[src/verilog/stm_consts.vh]
// constants for the scan time monitor and device map
`ifndef STM_CONSTS_VH
`define STM_CONSTS_VH
`define STM_CLK_HZ          20000000
`define STM_UNIT_MS         10
`define STM_WORD_W          16
`define STM_SIGN_BIT        15
`define STM_WORD_MAX        16'h7FFF
`define STM_WORD_MIN        16'h8000
`define STM_WORD_UMAX       16'hFFFF
`define STM_IN_POINTS       64
`define STM_IN_WIRED        12
`define STM_OUT_POINTS      64
`define STM_OUT_WIRED       7
`define STM_SPECIAL_POINTS  256
`define STM_TMR100_MAX      16'h7FFF
`define STM_TMR100_MIN      16'h0001
`define STM_TMR10_MAX       16'h7FFF
`define STM_TMR10_MIN       16'h0001
`define STM_CNT_MIN         16'h0001
`define STM_CNT_MAX         16'h7FFF
`define STM_RELAY_NORMAL    2'h0
`define STM_RELAY_LATCH     2'h1
`define STM_RELAY_STEP      2'h2
`define STM_TMR_100MS       2'h0
`define STM_TMR_10MS        2'h1
`define STM_TMR_RET100      2'h2
// register byte addresses
`define STM_ADR_MIN         8'h00
`define STM_ADR_PRESENT     8'h04
`define STM_ADR_MAX         8'h08
`define STM_ADR_STATUS      8'h0C
`define STM_ADR_CONFIG      8'h10
`define STM_ADR_SETVAL      8'h14
`define STM_ADR_INIMG       8'h18
`define STM_ADR_OUTIMG      8'h1C
`define STM_CFG_RESET       16'h0000
`define STM_STAT_VALID      0
`define STM_STAT_SETBAD     1
`endif

[src/verilog/stm_scan_monitor.v]
// scan time monitor with wishbone registers and device map limits
//
// The register addresses and the Wishbone interface to the registers are this design's own decisions.
`timescale 1ns/1ps
`default_nettype none
`include "stm_consts.vh"
// Function
// - time each scan from one end-of-program strobe to the next in 10ms units
// - keep the smallest scan time seen in a read-only register
// - keep the latest scan time in a read-only register
// - keep the largest scan time seen in a read-only register
// - measurement accuracy is one 10ms unit either way
// - every word register is 16 bits, msb is the sign
// - words hold signed values -32768 to 32767 in two's complement
// - seen unsigned, words hold 0 to FFFF
// - input image has 64 points, 12 wired to terminals
// - output image has 64 points, 7 drive terminals
// - latching relay setting accepted but behaves as non-latching
// - step relay setting accepted but behaves as internal relay
// - 100ms timer accepts 0.1 to 3276.7s as 16-bit tick count
// - 10ms timer accepts 0.01 to 327.67s as 16-bit tick count
// - retentive 100ms timer accepts 0.1 to 3276.7s
// - up counter accepts 1 to 32767; no interrupt counter type
// - special relay area spans 256 points, limited subset implemented
// - special register area spans 256 words, limited subset implemented
module stm_scan_monitor #(
  parameter integer CLK_HZ     = `STM_CLK_HZ,
  parameter integer UNIT_MS    = `STM_UNIT_MS,
  parameter integer IN_WIRED   = `STM_IN_WIRED,
  parameter integer OUT_WIRED  = `STM_OUT_WIRED
) (
  input  wire                  clk_i,
  input  wire                  rst_i,
  input  wire                  scan_end_i,
  input  wire [IN_WIRED-1:0]   in_term_i,
  output reg  [OUT_WIRED-1:0]  out_term_o,
  output reg  [1:0]            relay_mode_o,
  output reg  [1:0]            timer_mode_o,
  output reg  [15:0]           set_value_o,
  input  wire                  wb_cyc_i,
  input  wire                  wb_stb_i,
  input  wire                  wb_we_i,
  input  wire [7:0]            wb_adr_i,
  input  wire [3:0]            wb_sel_i,
  input  wire [31:0]           wb_dat_i,
  output reg  [31:0]           wb_dat_o,
  output reg                   wb_ack_o
);

  // cycles per 10ms unit, derived from the clock rate
  localparam integer UNIT_CYC = (CLK_HZ / 1000) * UNIT_MS;
  localparam integer PRE_W    = (UNIT_CYC > 1) ? $clog2(UNIT_CYC) : 1;
  localparam [31:0]      PRE_LAST_W = UNIT_CYC - 1;
  localparam [PRE_W-1:0] PRE_LAST   = PRE_LAST_W[PRE_W-1:0];

  // prescaler: one-cycle pulse every 10ms
  reg  [PRE_W-1:0] pre_ff;
  wire             tick = (pre_ff == PRE_LAST);

  always @(posedge clk_i) begin
    if (rst_i || tick) begin
      pre_ff <= {PRE_W{1'b0}};
    end else begin
      pre_ff <= pre_ff + 1'b1;
    end
  end

  // input synchroniser for terminal and scan end pins
  reg  [IN_WIRED:0] s1_ff;
  reg  [IN_WIRED:0] s2_ff;
  reg  [IN_WIRED:0] s3_ff;
  reg  [IN_WIRED:0] stable_ff;
  genvar gi;

  always @(posedge clk_i) begin
    if (rst_i) begin
      s1_ff <= {(IN_WIRED+1){1'b0}};
      s2_ff <= {(IN_WIRED+1){1'b0}};
      s3_ff <= {(IN_WIRED+1){1'b0}};
    end else begin
      s1_ff <= {scan_end_i, in_term_i};
      s2_ff <= s1_ff;
      s3_ff <= s2_ff;
    end
  end

  generate
    for (gi = 0; gi <= IN_WIRED; gi = gi + 1) begin : g_sync
      always @(posedge clk_i) begin
        if (rst_i) begin
          stable_ff[gi] <= 1'b0;
        end else if (s2_ff[gi] == s3_ff[gi]) begin
          stable_ff[gi] <= s3_ff[gi];
        end
      end
    end
  endgenerate

  reg  end_prev_ff;
  wire end_rise = stable_ff[IN_WIRED] & ~end_prev_ff;

  always @(posedge clk_i) begin
    if (rst_i) begin
      end_prev_ff <= 1'b0;
    end else begin
      end_prev_ff <= stable_ff[IN_WIRED];
    end
  end

  // scan timing
  reg  [15:0] run_ff;
  reg  [15:0] min_ff;
  reg  [15:0] present_ff;
  reg  [15:0] max_ff;
  reg         armed_ff;
  reg         valid_ff;
  wire [15:0] run_inc = (run_ff == `STM_WORD_UMAX) ? run_ff : run_ff + 16'h0001;

  always @(posedge clk_i) begin
    if (rst_i) begin
      run_ff     <= 16'h0000;
      min_ff     <= 16'h0000;
      present_ff <= 16'h0000;
      max_ff     <= 16'h0000;
      armed_ff   <= 1'b0;
      valid_ff   <= 1'b0;
    end else if (end_rise) begin
      run_ff   <= 16'h0000;
      armed_ff <= 1'b1;
      if (armed_ff) begin
        present_ff <= run_ff;
        valid_ff   <= 1'b1;
        if (!valid_ff || run_ff < min_ff) begin
          min_ff <= run_ff;
        end
        if (!valid_ff || run_ff > max_ff) begin
          max_ff <= run_ff;
        end
      end
    end else if (tick) begin
      run_ff <= run_inc;
    end
  end

  // configuration: relay mode, timer mode, set value
  reg  [15:0] nxt_cfg;
  reg         setbad_ff;
  reg  [15:0] out_img_ff;
  wire        wr = wb_cyc_i & wb_stb_i & wb_we_i & ~wb_ack_o;
  wire        rd = wb_cyc_i & wb_stb_i & ~wb_ack_o;
  wire [15:0] wdat = wb_dat_i[15:0];
  reg         sv_ok;

  always @* begin
    case (timer_mode_o)
      `STM_TMR_100MS:  sv_ok = (wdat >= `STM_TMR100_MIN) && (wdat <= `STM_TMR100_MAX);
      `STM_TMR_10MS:   sv_ok = (wdat >= `STM_TMR10_MIN) && (wdat <= `STM_TMR10_MAX);
      `STM_TMR_RET100: sv_ok = (wdat >= `STM_TMR100_MIN) && (wdat <= `STM_TMR100_MAX);
      default:         sv_ok = (wdat >= `STM_CNT_MIN) && (wdat <= `STM_CNT_MAX);
    endcase
    nxt_cfg = wdat;
  end

  always @(posedge clk_i) begin
    if (rst_i) begin
      relay_mode_o <= `STM_RELAY_NORMAL;
      timer_mode_o <= `STM_TMR_100MS;
      set_value_o  <= `STM_CFG_RESET;
      setbad_ff    <= 1'b0;
      out_img_ff   <= 16'h0000;
    end else if (wr && wb_sel_i[0]) begin
      case (wb_adr_i)
        `STM_ADR_CONFIG: begin
          // latch and step settings are stored but act as plain relays
          relay_mode_o <= nxt_cfg[1:0];
          timer_mode_o <= nxt_cfg[3:2];
        end
        `STM_ADR_SETVAL: begin
          setbad_ff <= ~sv_ok;
          if (sv_ok && wb_sel_i[1]) begin
            set_value_o <= nxt_cfg;
          end
        end
        `STM_ADR_OUTIMG: begin
          out_img_ff <= nxt_cfg;
        end
        default: begin
          out_img_ff <= out_img_ff;
        end
      endcase
    end
  end

  always @(posedge clk_i) begin
    if (rst_i) begin
      out_term_o <= {OUT_WIRED{1'b0}};
    end else begin
      out_term_o <= out_img_ff[OUT_WIRED-1:0];
    end
  end

  // wishbone read mux; word data in low 16 bits, upper bits zero
  reg  [15:0] rd_word;

  always @* begin
    case (wb_adr_i)
      `STM_ADR_MIN:     rd_word = min_ff;
      `STM_ADR_PRESENT: rd_word = present_ff;
      `STM_ADR_MAX:     rd_word = max_ff;
      `STM_ADR_STATUS:  rd_word = {14'h0000, setbad_ff, valid_ff};
      `STM_ADR_CONFIG:  rd_word = {12'h000, timer_mode_o, relay_mode_o};
      `STM_ADR_SETVAL:  rd_word = set_value_o;
      `STM_ADR_INIMG:   rd_word = {{(16-IN_WIRED){1'b0}}, stable_ff[IN_WIRED-1:0]};
      `STM_ADR_OUTIMG:  rd_word = out_img_ff;
      default:          rd_word = 16'h0000;
    endcase
  end

  always @(posedge clk_i) begin
    if (rst_i) begin
      wb_ack_o <= 1'b0;
      wb_dat_o <= 32'h00000000;
    end else begin
      wb_ack_o <= rd;
      if (rd) begin
        wb_dat_o <= {16'h0000, rd_word};
      end
    end
  end

endmodule // stm_scan_monitor
`default_nettype wire

[config.mk]
export PLATFORM = sky130hd
export DESIGN_NAME = stm_scan_monitor
export DESIGN_NICKNAME = d
export VERILOG_FILES = /design/src/verilog/stm_scan_monitor.v
export VERILOG_INCLUDE_DIRS = /design/src /design/src/verilog
export SDC_FILE = /design/constraint.sdc
export NUM_CORES = 1
export LEC_CHECK = 0
export ABC_AREA = 1
export BUFFER_PORTS_ARGS = -buffer_cell sky130_fd_sc_hd__buf_2
export CAP_MARGIN = 20
export CORE_MARGIN = 3
export CORE_UTILIZATION = 60
export CTS_BUF_LIST = sky130_fd_sc_hd__clkbuf_4 sky130_fd_sc_hd__clkbuf_8
export DETAILED_ROUTE_END_ITERATION = 16
export PLACE_DENSITY = 0.95
export SLEW_MARGIN = 25
export SYNTH_ARGS = -nofsm -noshare
export SYNTH_HDL_FRONTEND = slang
export SYNTH_SLANG_ARGS = --single-unit
[constraint.sdc]
create_clock -name clk_i -period 2.4 [get_ports clk_i]
set_input_delay 0 -clock clk_i [delete_from_list [all_inputs] [get_ports clk_i]]
set_output_delay 0 -clock clk_i [all_outputs]
set_load 0.01 [all_outputs]
Word level (Yosys, flattened, before mapping)
Index checks and enable logic that the tools add are counted.
{ "totals": {"regBits": 198, "inputBits": 62, "out_inout_bits": 60, "elab_cells": 87} }
{ "op_classes": {"add_sub_neg": 2, "n_lt_le_gt_ge": 4, "n_eq_ne": 22, "mux": 1, "bitwise": 9, "n_reduce_logical": 17} }
{ "ops": {"columns": ["operator", "count"], "rows": [
  ["case mux 16 bit (8 select lines)", 1],
  ["equality test 8 x 5 -> 1 bit, second input constant", 4],
  ["adder 18 x 1 -> 18 bit, second input constant", 1],
  ["equality test 18 bit, second input constant", 1],
  ["adder 16 x 1 -> 16 bit, second input constant", 1],
  ["equality test 16 bit, second input constant", 1],
  ["equality test 8 x 4 -> 1 bit, second input constant", 2],
  [">= comparator 16 x 1 -> 1 bit, second input constant", 1],
  ["> comparator 16 bit", 1],
  ["<= comparator 16 x 15 -> 1 bit, second input constant", 1],
  ["< comparator 16 bit", 1],
  ["equality test 1 bit", 13],
  ["AND reduction 2 bit", 5],
  ["AND reduction 3 bit", 3],
  ["equality test 8 x 3 -> 1 bit, second input constant", 1],
  ["logical NOT 8 bit", 1],
  ["bitwise AND 1 bit", 5],
  ["inverter 1 bit", 4],
  ["logical AND 1 bit", 3],
  ["logical OR 1 bit", 3],
  ["OR reduction 2 bit", 1],
  ["logical NOT 1 bit", 1]
]} }

Depth between registers and ports, before layout
{ "depth": {"word_depth": 5, "mapped_depth": 16, "mapped_depth_nobuf": 15} }

Worst setup path after synthesis
No wires, ideal clock.
{ "synth_path": {"path_kind": "reg2reg", "from": "register run_ff[0]", "to": "register max_ff[10]", "setup_ns": 0.114, "arrival_ns": 1.641, "t_required_ns": 2.286, "setup_slack_ns": 0.645, "stages_incl_launch_ff": 16, "path_buffers": 1, "period_less_slack_ns": 1.755, "cell_sequence": "dfxtp_1 -> inv_1 -> ha_1 -> o21bai_1 -> nand2_1 -> nand2_1 -> nand2_1 -> nand2_1 -> nand2_1 -> nand2_1 -> nand2_1 -> nand2_1 -> clkbuf_1 -> nand2_1 -> nand2_1 -> nor2_1"} }
{ "synth_via": {"elab_chain_len": 3} }
{ "synth_rtl": {"columns": ["item", "line_no", "text"], "rows": [
  ["start: declaration", "stm_scan_monitor.v:111", "reg [15:0] run_ff;"],
  ["start signal: assignment", "stm_scan_monitor.v:141", "run_ff <= run_inc;"],
  ["> comparator 16 bit", "stm_scan_monitor.v:136", "if (!valid_ff || run_ff > max_ff) begin"],
  ["logical OR 1 bit", "stm_scan_monitor.v:136", null],
  ["AND reduction 3 bit (no source line)", null, null],
  ["end signal: assignment", "stm_scan_monitor.v:137", "max_ff <= run_ff;"],
  ["end: declaration", "stm_scan_monitor.v:114", "reg [15:0] max_ff;"]
]} }
No other way between the ends.
A chain may end at the register's enable or synchronous reset.

Final worst setup path
{ "layout_path": {"from": "register run_ff[13]", "to": "register min_ff[4]"} }
{ "layout_via": {"elab_chain_len": 3} }
{ "layout_rtl": {"columns": ["item", "line_no", "text"], "rows": [
  ["< comparator 16 bit", "stm_scan_monitor.v:133", "if (!valid_ff || run_ff < min_ff) begin"],
  ["logical OR 1 bit", "stm_scan_monitor.v:133", null],
  ["AND reduction 3 bit (no source line)", null, null],
  ["end signal: assignment", "stm_scan_monitor.v:134", "min_ff <= run_ff;"],
  ["end: declaration", "stm_scan_monitor.v:112", "reg [15:0] min_ff;"]
]} }
No other way between the ends.

==> flow_summary.yaml <==
die:
  die_w_microns: 128
  rows: 43
  ios: 122
  die_y_microns: 128
  coreArea_sq_um: 14200
  start_util_pct: 62.7
  die_area_sq_um: 16300
power:
  pwr-share-clk_pct: 39.1
  peakVddDrop_mv: 0.683
  p_comb_share_pct: 4.6
  p_sw_mw: 1.65
  p_int_mw: 4.26
  p_total_mw: 5.91
  switching_share_pct: 27.9
  p_seq_share_pct: 56.3
  p_leak_nw: 4.52
  p_per_area_nw_per_um2: 577
run:
  cap_violations: 0
global_routing:
  grt_max_degree: 82
  grt_use_total_pct: 32.4
  grt_pass1_wl_mm: 42.4
  antenna_found_initial: 1
  grt.overflow.total: 0
  grt_pass1_vias: 8699
placed_design:
  place.gp.congestion: 0.897
  hpwl_mm: 15.9
  numPortBuffers: 87
  placed_cells: 1482
critical_path:
  crit_required_ps: 2840
  cp.arrival_ps: 2550
  critical_path.startpoint_type: "flop"
  cp_slowest_cell: "dfxtp_1"
  cp_max_fo: 16
  path_cells: "ha_1, a21oi_1, o21ai_0, a21oi_1, nand2_1, nand2_1, nand2_1, buf_4, nand2_1, nand2_1, nor2_1"
  slowest_delay_ps: 570
  critPathMostFrequentCell: "nand2_1"
  worstSetupEndpointType: "flop"
  critPathKind: "flop to flop"
route:
  drtAntennaViolNets: 0
  drtIter0Drc: 1128
  vias_per_cell: 5.83
  totalWireLength_mm: 26.2
  vias: 9052
  dr.pass1.iters: 6
  wl_per_cell_microns: 16.9
  drcViolationCount: 0
timing:
  relSlewSlack_pct: 42.8
  fin_setup_tns_ps: 0
  hold_violations: 0
  worstMarginPinSlew_ps: 858
  final.period_utilization_pct: 88.0
  rsz0062_at_grt: "no"
  fmax_mhz: 474
  finClkSkew_ps: 21.4
  slew_violations: 0
  worst_hold_slack_ps: 87.0
  finalCriticalPeriod_ps: 2110
  setup_viol: 0
logic_synthesis:
  synth_area_per_cell_sq_um: 7.16
  ys_ff_latch: 198
  yosysWarnings: 0
  synth_seq_area_share_pct: 44.5
  syn_area_sq_um: 8910
  synthCells: 1244
  synth_cell_types: 37
clocking:
  cts-root-buf: "clkbuf_8"
  htreeDepth: 4
  post-cts-setup-buffers: 0
  clk_pin_slew_ps: 120
  clock_latency_ps: 500
  clock_path_buffers: 2
  cts_buffers: 17
  numClockSinks: 198
  cts_tree: "built"
hold_path:
  min_path_type: "input pin to flop"
cells_and_area:
  drive_above_1_share_pct: 12.4
  layout.cells.non_filler: 1552
  area_delta_synth_final_pct: 15.2
  finalNetCount: 1452
outcome:
  outcome: "finished, final reports clean"
==> power groups by stage <==
| stage | combinational (mW) | sequential (mW) | clock, mW |
|---|---|---|---|
| 6_report | 0.272 | 3.33 | 2.31 |
| 5_1_grt | 0.292 | 3.34 | 2.43 |
| 4_1_cts | 0.256 | 3.33 | 2.29 |
| 3_5_place_dp | 0.208 | 3.40 | 0 |
| 3_3_place_gp | 0.199 | 3.40 | 0 |
| 2_1_floorplan | 0.143 | 3.40 | 0 |
==> path summary, 6_finish.rpt <==
check / startpoint / end / slack, ps / depth (start not counted)
setup / recovery: run_ff[13] / min_ff[4] / 290 / 11
hold reg to reg: s1_ff[6] / s2_ff[6] / 420 / 2
setup reg to reg: run_ff[13] / min_ff[4] / 290 / 11
hold / removal: wb_stb_i / setbad_ff / 90 / 6
==> per-stage QoR <==
step | area (sq um) | setup slack (ps) | utilization [%]
global route | 10300 | 75.0 | 72.2
global placement | 9450 | 452 | 66.5
floorplan | 8960 | 645 | -
finish | 10300 | 288 | 72.2
CTS | 10200 | 345 | 72.2
detailed placement | 9450 | 372 | 66.5
==> flip-flops by register name, summed over array words and instances (netlist names), 13 cells and up <==
name and cells:
s1_ff 13, wb_dat_o 16, present_ff 16, out_img_ff 16, stable_ff 13, run_ff 16
set_value_o 16, s2_ff 13, max_ff 16, s3_ff 13, pre_ff 18, min_ff 16
==> critical path: cells and delay by family (launching register included) <==
| kind | cells | cell delay (ps) |
|---|---|---|
| DFF | 1 | 570 |
| and+or+nand+nor | 6 | 510 |
| AOI/OAI and AO/OA | 3 | 440 |
| adders and majority gates | 1 | 320 |
| buffers and inverters | 1 | 220 |
==> cell families (layout without fill, tap and decap cells) <==
family                   after synthesis  count (layout)  synth area share (%)
AND/OR/NAND/NOR                      554             554                  25.7
AO/OA/AOI/OAI                        210             210                  13.1
adder cells (fa/ha/maj)               33              33                  4.64
buffers and inverters                236             347                  10.8
other                                  1              18                0.0421
flip-flops                           198             198                  44.5
XOR/XNOR                              12              12                  1.18
==> Yosys cell counts <==
library cell  number  area (sq um)
o211ai_1           3          22.5
o21a_1             3          22.5
o21ai_0           46           230
o21ai_1           16          80.1
inv_2             10          37.5
nand2_1          222           833
nand3_1           32           160
nand3_2            1          10.0
buf_4             17           128
a211oi_1          30           225
nand2_2            6          37.5
xnor2_1            5          43.8
dfxtp_1          198          3960
nor2_2             7          43.8
and2_1             1          6.26
buf_2             11          55.1
nor2_4             4          45.0
nor3_1            22           110
conb_1             1          3.75
clkinv_1           2          7.51
o21ba_2            1          10.0
a21oi_1           96           480
inv_1            165           619
clkbuf_1          27           101
xor2_1             7          61.3
o21ai_2            1          8.76
nor4_1             4          25.0
nor4_2             1          12.5
nor2_1           240           901
nand3b_1           1          7.51
nor3_2             4          40.0
nand4_1            8          50.1
buf_1              4          15.0
nor3b_1            1          7.51
o21bai_1           1          7.51
o22ai_1           13          81.3
ha_1              33           413
==> layout make-up <==
cell class / count / area, sq um
well taps: 180 / 225
multi-input cells: 825 / 4040
fillers: 941 / 3950
inverters: 177 / 668
flip-flops and latches: 198 / 3960
clock inverters: 15 / 204
diodes: 2 / 5.00
clock buffers: 17 / 234
repair buffers: 138 / 921
==> cell usage in the layout, fill, tap and decap left out, types with 32 or more instances in the layout <==
cell type and instances:
ha_1 33, a21oi_1 96, nor2_1 240, nand3_1 32
nand2_1 222, dfxtp_1 198, inv_1 163, buf_2 87
dlygate4sd3_1 36, o21ai_0 46
==> layer usage <==
| metal | track usage (%) | routed length [microns] | share of wire (%) | vias to the layer above |
|---|---|---|---|---|
| met2 | 53.1 | 12200 | 46 | 601 |
| met3 | 9.17 | 2470 | 9.4 | 186 |
| met4 | 19.8 | 1840 | 7.0 | 0 |
| met5 | 0 | 0 | 0 | - |
| li1 | - | - | - | 4134 |
| met1 | 37.6 | 9700 | 37 | 4131 |
==> timing repair <==
item,CTS,global route
endpoints found under the hold margin,63,0
hold buffers,36,0
gates resized for setup,0,1
endpoints found under the setup margin,0,12
Note: power is estimated with default switching activity, not from simulation.
